`src/pkg/bhps_defs.svh`:
```
// constants of the byte host port with shadow registers
`ifndef BHPS_DEFS_SVH
`define BHPS_DEFS_SVH
`define BHPS_NUM_REGS    64
`define BHPS_IDX_W       6
`define BHPS_BYTE_W      8
`define BHPS_QUAD_W      32
`define BHPS_SEL_W       2
`define BHPS_LAST_BYTE   2'h3
`define BHPS_QUAD_RST    32'h0000_0000
`define BHPS_BYTE_RST    8'h00
`define BHPS_IDX_RST     6'h00
`define BHPS_STROBE_IDLE 1'b1
`endif

```
`src/pkg/bhps_pkg.sv`:
```
// types of the byte host port with shadow registers
`include "bhps_defs.svh"
package bhps_pkg;

   typedef enum logic [1:0] {
      st_idle,
      st_fetch,
      st_busy
   } bhps_fsm_type;

   typedef struct packed {
      logic                      cs_s1;
      logic                      cs_s2;
      logic                      rd_s1;
      logic                      rd_s2;
      logic                      wr_s1;
      logic                      wr_s2;
      bhps_fsm_type              fsm;
      logic [`BHPS_IDX_W-1:0]    idx;
      logic [`BHPS_QUAD_W-1:0]   rshadow;
      logic [`BHPS_QUAD_W-1:0]   wshadow;
      logic [`BHPS_BYTE_W-1:0]   dout;
      logic                      oe;
      logic                      cval;
      logic [`BHPS_IDX_W-1:0]    cidx;
      logic [`BHPS_QUAD_W-1:0]   cdata;
   } bhps_state_type;

endpackage

```
`src/design/bhps_regfile.sv`:
```
// internal quadlet register space with registered read data
`timescale 1ns/1ps
`include "bhps_defs.svh"
module bhps_regfile
   import bhps_pkg::*;
#(
   parameter int DEPTH  = `BHPS_NUM_REGS,
   parameter int WIDTH  = `BHPS_QUAD_W,
   parameter int ADDR_W = `BHPS_IDX_W
)
(
   // clock and control
   input  wire logic              mclk_i,
   input  wire logic              ce_i,
   // write port
   input  wire logic              we_i,
   input  wire logic [ADDR_W-1:0] waddr_i,
   input  wire logic [WIDTH-1:0]  wdata_i,
   // read port
   input  wire logic              re_i,
   input  wire logic [ADDR_W-1:0] raddr_i,
   output logic      [WIDTH-1:0]  rdata_o
);

   logic [WIDTH-1:0] mem_reg [DEPTH];

   //--------------------------------------------------------------
   // storage and read register
   //--------------------------------------------------------------
   always_ff @(posedge mclk_i)
   begin
      if (ce_i)
      begin
         if (we_i)
         begin
            mem_reg[waddr_i] <= wdata_i;
         end
         if (re_i)
         begin
            rdata_o <= mem_reg[raddr_i];
         end
      end
   end

endmodule

```
`src/design/bhps_port.sv`:
```
// byte-wide host port with read and write shadow registers
//
// Summary of operation
// - sixty-four internal quadlet registers are reachable
// - byte space of 256 locations, 8 lines
// - internal transfers always move whole quadlets
// - two low lines pick read shadow byte
// - six upper lines give register index
// - read with update snapshots register, shows byte
// - plain reads leave read shadow unchanged
// - write shadow commits whole quadlet in one tick
// - two low lines pick write shadow byte
// - one write cycle loads one byte only
// - write with update commits shadow to register
// - unwritten shadow bytes keep their old values
// - access starts when select and strobe low
// - host strobes resampled before use
`timescale 1ns/1ps
`include "bhps_defs.svh"
module bhps_port
   import bhps_pkg::*;
(
   // clock, reset and enable
   input  wire logic                     mclk_i,
   input  wire logic                     rst_i,
   input  wire logic                     ce_i,
   // host control strobes
   input  wire logic                     port_select_low_i,
   input  wire logic                     read_strobe_low_i,
   input  wire logic                     write_strobe_low_i,
   // host address lines
   input  wire logic                     byte_select_low_i,
   input  wire logic                     byte_select_high_i,
   input  wire logic [`BHPS_IDX_W-1:0]   register_index_lines_i,
   input  wire logic                     snapshot_update_line_i,
   // host data bus
   input  wire logic [`BHPS_BYTE_W-1:0]  host_byte_bus_i,
   output logic      [`BHPS_BYTE_W-1:0]  host_byte_bus_o,
   output logic                          host_byte_bus_oe_o,
   // commit notice towards internal logic
   output logic                          commit_valid_o,
   output logic      [`BHPS_IDX_W-1:0]   commit_index_o,
   output logic      [`BHPS_QUAD_W-1:0]  commit_data_o
);

   localparam bhps_state_type ST_RST = '{
      cs_s1   : `BHPS_STROBE_IDLE,
      cs_s2   : `BHPS_STROBE_IDLE,
      rd_s1   : `BHPS_STROBE_IDLE,
      rd_s2   : `BHPS_STROBE_IDLE,
      wr_s1   : `BHPS_STROBE_IDLE,
      wr_s2   : `BHPS_STROBE_IDLE,
      fsm     : st_idle,
      idx     : `BHPS_IDX_RST,
      rshadow : `BHPS_QUAD_RST,
      wshadow : `BHPS_QUAD_RST,
      dout    : `BHPS_BYTE_RST,
      oe      : 1'b0,
      cval    : 1'b0,
      cidx    : `BHPS_IDX_RST,
      cdata   : `BHPS_QUAD_RST
   };

   bhps_state_type                st_reg;
   bhps_state_type                st_next;
   logic                          rd_act;
   logic                          wr_act;
   logic                          acc_start;
   logic                          mem_re;
   logic                          mem_we;
   logic [`BHPS_QUAD_W-1:0]       mem_q;
   logic [`BHPS_SEL_W-1:0]        byte_sel;
   logic [`BHPS_SEL_W-1:0]        lane;

   //--------------------------------------------------------------
   // internal register space
   //--------------------------------------------------------------
   bhps_regfile #(
      .DEPTH  (`BHPS_NUM_REGS),
      .WIDTH  (`BHPS_QUAD_W),
      .ADDR_W (`BHPS_IDX_W)
   ) u_regfile (
      .mclk_i  (mclk_i),
      .ce_i    (ce_i),
      .we_i    (mem_we),
      .waddr_i (st_next.cidx),
      .wdata_i (st_next.cdata),
      .re_i    (mem_re),
      .raddr_i (register_index_lines_i),
      .rdata_o (mem_q)
   );

   //--------------------------------------------------------------
   // next state
   //--------------------------------------------------------------
   always_comb
   begin
      st_next  = st_reg;
      mem_re   = 1'b0;
      mem_we   = 1'b0;
      byte_sel = {byte_select_high_i, byte_select_low_i};
      // byte 0 is the most significant lane
      lane     = `BHPS_LAST_BYTE - byte_sel;
      st_next.cs_s1 = port_select_low_i;
      st_next.cs_s2 = st_reg.cs_s1;
      st_next.rd_s1 = read_strobe_low_i;
      st_next.rd_s2 = st_reg.rd_s1;
      st_next.wr_s1 = write_strobe_low_i;
      st_next.wr_s2 = st_reg.wr_s1;
      // access level once select and a strobe are both low
      rd_act    = !st_reg.cs_s2 && !st_reg.rd_s2;
      wr_act    = !st_reg.cs_s2 && !st_reg.wr_s2;
      acc_start = (st_reg.fsm == st_idle) && (rd_act || wr_act);
      st_next.cval = 1'b0;
      case (st_reg.fsm)
         st_idle:
         begin
            if (rd_act)
            begin
               st_next.idx = register_index_lines_i;
               if (snapshot_update_line_i)
               begin
                  mem_re      = 1'b1;
                  st_next.fsm = st_fetch;
               end
               else
               begin
                  st_next.fsm = st_busy;
               end
            end
            else if (wr_act)
            begin
               st_next.idx = register_index_lines_i;
               // one lane loaded, others kept
               st_next.wshadow[lane*`BHPS_BYTE_W +: `BHPS_BYTE_W] =
                  host_byte_bus_i;
               if (snapshot_update_line_i)
               begin
                  st_next.cval  = 1'b1;
                  st_next.cidx  = register_index_lines_i;
                  st_next.cdata = st_next.wshadow;
                  mem_we        = 1'b1;
               end
               st_next.fsm = st_busy;
            end
         end
         st_fetch:
         begin
            st_next.rshadow = mem_q;
            st_next.fsm     = st_busy;
         end
         st_busy:
         begin
            // wait for the host to end the access
            if (!rd_act && !wr_act)
            begin
               st_next.fsm = st_idle;
            end
         end
         default:
         begin
            st_next.fsm = st_idle;
         end
      endcase
      // byte follows the select lines throughout the read
      st_next.dout = st_next.rshadow[lane*`BHPS_BYTE_W +: `BHPS_BYTE_W];
      st_next.oe   = rd_act && (st_next.fsm != st_fetch);
   end

   //--------------------------------------------------------------
   // state register
   //--------------------------------------------------------------
   always_ff @(posedge mclk_i)
   begin
      if (rst_i)
      begin
         st_reg <= ST_RST;
      end
      else if (ce_i)
      begin
         st_reg <= st_next;
      end
   end

   //--------------------------------------------------------------
   // outputs
   //--------------------------------------------------------------
   assign host_byte_bus_o    = st_reg.dout;
   assign host_byte_bus_oe_o = st_reg.oe;
   assign commit_valid_o     = st_reg.cval;
   assign commit_index_o     = st_reg.cidx;
   assign commit_data_o      = st_reg.cdata;
endmodule

```
`config.mk`:
```
export PLATFORM = sky130hd
export DESIGN_NAME = bhps_port
export DESIGN_NICKNAME = d
export VERILOG_FILES = /design/src/pkg/bhps_pkg.sv /design/src/design/bhps_regfile.sv /design/src/design/bhps_port.sv
export VERILOG_INCLUDE_DIRS = /design/src /design/src/pkg
export SDC_FILE = /design/constraint.sdc
export NUM_CORES = 2
export LEC_CHECK = 0
export BUFFER_PORTS_ARGS = -buffer_cell sky130_fd_sc_hd__buf_2
export CORE_ASPECT_RATIO = 0.75
export CORE_MARGIN = 2
export CORE_UTILIZATION = 44
export DETAILED_ROUTE_END_ITERATION = 10
export PLACE_DENSITY = 0.69
export SLEW_MARGIN = 10
export SYNTH_ARGS = -nofsm -noshare
export SYNTH_HDL_FRONTEND = slang
export SYNTH_SLANG_ARGS = --single-unit
export TNS_END_PERCENT = 1
```
`constraint.sdc`:
```
create_clock -name mclk_i -period 4.7 [get_ports mclk_i]
set_input_delay 0 -clock mclk_i [delete_from_list [all_inputs] [get_ports mclk_i]]
set_output_delay 0 -clock mclk_i [all_outputs]
set_load 0.1 [all_outputs]
```
* Yosys cells after proc, flatten, opt, wreduce, memory -nomap -nowiden
Memories as Yosys holds them, arrays and structs flattened. A register that Yosys moved wholly into a read port is not among the register bits.
Cells that the tools add are included.
W data, S select, Z words.
** Storage, ports and cells
- Memories :: 1
- Input bits :: 23
- Output and inout bits :: 48
- Bits in writable memories :: 2048
- Logic and storage cells :: 56
- Register bits :: 120
** Cells by class
- Reduce and logical (&&, ||, !) cells :: 12
- Eq/ne operators :: 3
- Add/sub/neg operators :: 2
- Bitwise logic cells :: 1
- Multiplexer cells :: 20
- Shift operators :: 3
** Memories
- u_regfile.mem_reg :: words 64, bits a word 32, read ports 1, clocked after memory_dff 1, write ports 1, line bhps_regfile.sv:25 : logic [WIDTH-1:0] mem_reg [DEPTH];
** Operators with widths (number)
- $mux W39 :: 4
- $neg A5 Y34 :: 1
- $shift A8 B34 Y32 const A :: 1
- $shiftx A8 B34 Y32 :: 1
- $bwmux W32 :: 1
- $mux W32 :: 1
- $shiftx A32 B6 Y8 :: 1
- $mux W8 :: 2
- $mux W1 :: 9
- $pmux W2 S3 :: 1
- $logic_not A1 Y1 :: 5
- $logic_and A1 B1 Y1 :: 4
- $mux W2 :: 2
- $reduce_and A4 Y1 :: 1
- $eq A2 B1 Y1 const B :: 1
- $eq A2 B2 Y1 const B :: 1
- $logic_not A2 Y1 :: 1
- $ne A2 B1 Y1 const B :: 1
- $reduce_and A2 Y1 :: 1
- $sub A2 B2 Y2 const A :: 1
- $not A1 Y1 :: 1

* Longest topological paths before layout
- Depth in word-level cells :: 8
- Mapped depth :: 11
- Depth with buffers taken out :: 6

* Cells and area by module
Synthesis repeated with hierarchy kept, for this count alone.
** Second synthesis, totals
- Cells, all modules :: 4119
- Area, all modules :: 84797.6 um2
** Modules (own cells, without submodules)
- bhps_regfile :: cells an instance 3377, instances 1, seq. area each 62459.9 um2, area each 78600.4 um2
- bhps_port :: cells an instance 742, instances 1, seq. area each 2402.3 um2, area each 6197.2 um2

* Least setup slack after synthesis
Ideal clock, no wire load.
- Path type :: input to register
- Start point :: in byte_select_high_i
- End point :: mem u_regfile.mem_reg[0][12] (netlist name), data pin
- Setup time :: 702 ps
- Required time :: 3998 ps
- Arrival :: 4185 ps
- Path slack :: -187 ps
- Stages :: 7
- Path buffers :: 1
- Path through :: clkbuf_1 > clkinv_1 > ha_1 > nor3b_1 > and3_1 > a21oi_1 > o21ai_0
** RTL lines
- start: declaration :: line bhps_port.sv:33 : input wire logic byte_select_high_i,
- end: declaration :: line bhps_regfile.sv:25

==> out/qor.log <==
INFO  run            maxCapViolCount=0
INFO  timing         final_critical_path_required_period=3.70ns
INFO  cells_and_area final_design_area_no_fill=95800µm²
INFO  cells_and_area filler_cell_count=14800
INFO  route          vias_per_cell=6.18
INFO  yosys          yosysWarnings=0
INFO  global_routing grt_pass1_wl=314000µm
INFO  critical_path  setup.worst_path.start_class=input port
INFO  timing         finalHoldViolations=0
INFO  clocking       cts_inserted_buffers=197
INFO  route          first_pass_iters=6
INFO  floorplanning  io_pins=71
INFO  placement      buffer_ports.inserted=70
INFO  cells_and_area finalNetCount=4412
INFO  floorplanning  num_rows=139
INFO  floorplanning  die_w=510µm
INFO  yosys          syn-cell-area=84400µm²
INFO  route          drc=0
INFO  timing         tns=0ns
INFO  timing         final.period_utilization=78.8%
INFO  yosys          ys_seq_area_share=76.8%
INFO  critical_path  critPathArrivalTime=4.24ns
INFO  timing         setup_repair_after_global_routing_missed_its_margin=no
INFO  critical_path  crit_path_max_fanout=40
INFO  timing         achievable-frequency=270MHz
INFO  global_routing grt_start_max_net_pins=94
INFO  yosys          synthesis.area_per_instance=20.4µm²
INFO  floorplanning  design.core.area=191000µm²
INFO  timing         relSlewSlack=10.9%
INFO  global_routing initial_antenna_violation_count=13
INFO  route          wirelength=224000µm
INFO  clocking       tritoncts_num_sinks=2200
INFO  floorplanning  initial_core_util=44.2%
INFO  power          power_density=401nW/µm²
INFO  floorplanning  die-area=195000µm²
INFO  clocking       ctsHtreeMaxLevel=4
INFO  global_routing globalRouteTotalUtil=22.7%
INFO  cells_and_area finalNonFillerCells=7082
INFO  critical_path  end_kind=flip-flop
INFO  yosys          synth_edf_count=2080
INFO  yosys          synth.lib_cells_used.distinct=54
INFO  placement      dpl.cell_count=6692
INFO  cells_and_area syn_to_final_growth=13.4%
INFO  timing         fin_skew=0.0380ns
INFO  placement      hpwl=133000µm
INFO  global_routing number_of_global_route_vias_before_repair=42100
INFO  yosys          synth_fp_nets=4174
INFO  clocking       cts_resized=0
INFO  clocking       ctsRootBufferMaster=clkbuf_16
INFO  route          detailedRoute.firstIterationViolations=6993
INFO  yosys          ys_seq_elements=2200
INFO  yosys          synth-async-reset-ratio=0%
INFO  timing         holdWs=0.0232ns
INFO  global_routing globalRoute.totalOverflow=0
INFO  power          final_total_pwr=38.4mW
INFO  placement      routabilityCongestion=0.876
INFO  timing         tightest_pin_transition=1.33ns
INFO  floorplanning  die-height=383µm
INFO  timing         slew_violations=0
INFO  route          ant_nets=0
INFO  power          power.leakage=34.5nW
INFO  route          final_routed_wire_length_divided_by_cell_count=31.6µm
INFO  yosys          syn_inst=4146
INFO  clocking       worst_skew_pair.late_latency=0.85ns
INFO  power          irDropWorstVdd=0.000331V
INFO  cells_and_area number_of_flip_flops_in_the_largest_register=2048
INFO  clocking       cts_tree=yes
INFO  min_path       hold_path_class=in -> reg
INFO  timing         setup_viol=0
INFO  critical_path  crit_type=in -> reg
INFO  yosys          synthFlopType=edfxtp_1
INFO  route          total_number_of_vias=43800
INFO  status         outcome=finished clean
INFO  yosys          ys_top_cells_by_area=edfxtp_1 (74%), mux4_2 (13%), dfxtp_1 (2.8%), o22ai_1 (1.1%), nor2_1 (1.0%)
INFO  critical_path  timing.critical_path.required=5.23ns
INFO  clocking       clk_path_buf_depth=3
INFO  yosys          yosysTopAreaCell=edfxtp_1
INFO  cells_and_area layout-drive-gt1-share=26.3%
INFO  yosys          synth_largest_type_area_fraction=74.0%
INFO  clocking       clk_pin_slew=0.07ns
INFO  placement      postPlaceCellArea=89200µm²
[synth_stat cells, drive strengths merged (31+ instances only)]
library cell and count:
edfxtp 2080, mux4 503, nor2 229, nand2 198, buf 194, o22ai 146
dfxtp 120, a21oi 117, clkbuf 97, mux2i 84, a211oi 70, o21ai 59
nor3 31
[area by class of cell]
type / count / area, µm² / area share [%]
antenna: 3 / 7.51 / 0.00784
clock buffer: 249 / 5250 / 5.48
clock inverter: 107 / 978 / 1.02
inverter: 8 / 30.0 / 0.0314
multi-input combinational: 1647 / 18800 / 19.6
sequential: 2200 / 64900 / 67.7
tap: 2538 / 3180 / 3.32
timing repair buffer: 330 / 2700 / 2.82
[placed cells by master, fill, tap and decap left out, drive strengths merged, types with 3 or more instances in the layout]
cell type    instances
or2                  3
dfxtp              120
nand3b               6
diode                3
nand4                3
a221oi               6
and2                 5
ha                   5
clkinv              85
a22o                18
nand3               10
mux4               503
a32oi               23
o21ai               59
nor2               229
a311oi              10
nor3                31
nor3b                3
clkinvlp             5
o221ai              27
edfxtp            2080
nand2b              12
clkbuf             249
and3                 6
bufinv              13
a211o                8
nor4                 3
dlygate4sd3         26
mux2i               84
a211oi              70
nor2b               21
or3b                 4
a31oi               20
o22ai              146
buf                304
inv                 12
a21oi              117
nand2              198
mux2                 7
[worst max-delay path, cell delays in order]
cell,delay (ns)
dlygate4sd3_1,0.53
buf_2,0.29
clkinv_1,0.40
ha_1,0.45
nor3_1,0.66
a32oi_1,0.38
o21ai_4,0.84
buf_4,0.57
[layer usage]
metal / part of all wire (%) / vias up / wire [µm] / GRT usage (%)
met5: 0.077 / - / 172 / 0
met4: 2.1 / 4 / 4710 / 5.34
met3: 15 / 280 / 33800 / 9.25
met2: 43 / 2809 / 95500 / 31.3
met1: 40 / 23100 / 89700 / 33.7
li1: - / 17600 / - / -
[cell families after synthesis]
| kind of cell | after synthesis | synth area share (%) |
|---|---|---|
| flip-flops | 2200 | 76.8 |
| multiplexers | 594 | 14.5 |
| adder cells (fa/ha/maj) | 5 | 0.0741 |
| AND/OR/NAND/NOR | 539 | 2.71 |
| buffers and inverters | 299 | 2.00 |
| AO/OA/AOI/OAI | 509 | 3.90 |
[per-stage QoR]
stage | util [%] | setup slack (ns)
after global placement | 46.6 | 1.05
after CTS | 50.1 | 1.04
after global routing | 50.1 | 0.844
final | 50.1 | 0.998
after floorplan | - | -0.173
after detailed placement | 46.7 | 0.895
[power breakdown]
| group | internal, mW | switching [mW] |
|---|---|---|
| registers | 21.2 | 0.0139 |
| logic | 0.480 | 1.01 |
| clock network | 8.64 | 7.07 |
[what timing repair did]
item	CTS	global route
endpoints found under the setup margin	0	0
hold buffers	26	0
endpoints found under the hold margin	106	0
setup buffers	0	0
[final timing paths]
path,start,end,slack [ns],cells past startpoint
setup / recovery,byte_select_high_i,u_regfile.mem_reg[12][31],1.0,8
hold / removal,register_index_lines_i[0],commit_index_o[0],0.02,4
setup reg to reg,st_reg[119],u_regfile.mem_reg[3][9],1.02,6
hold reg to reg,st_reg[87],st_reg[87],0.46,2
Power figures use the tool's default switching activity.
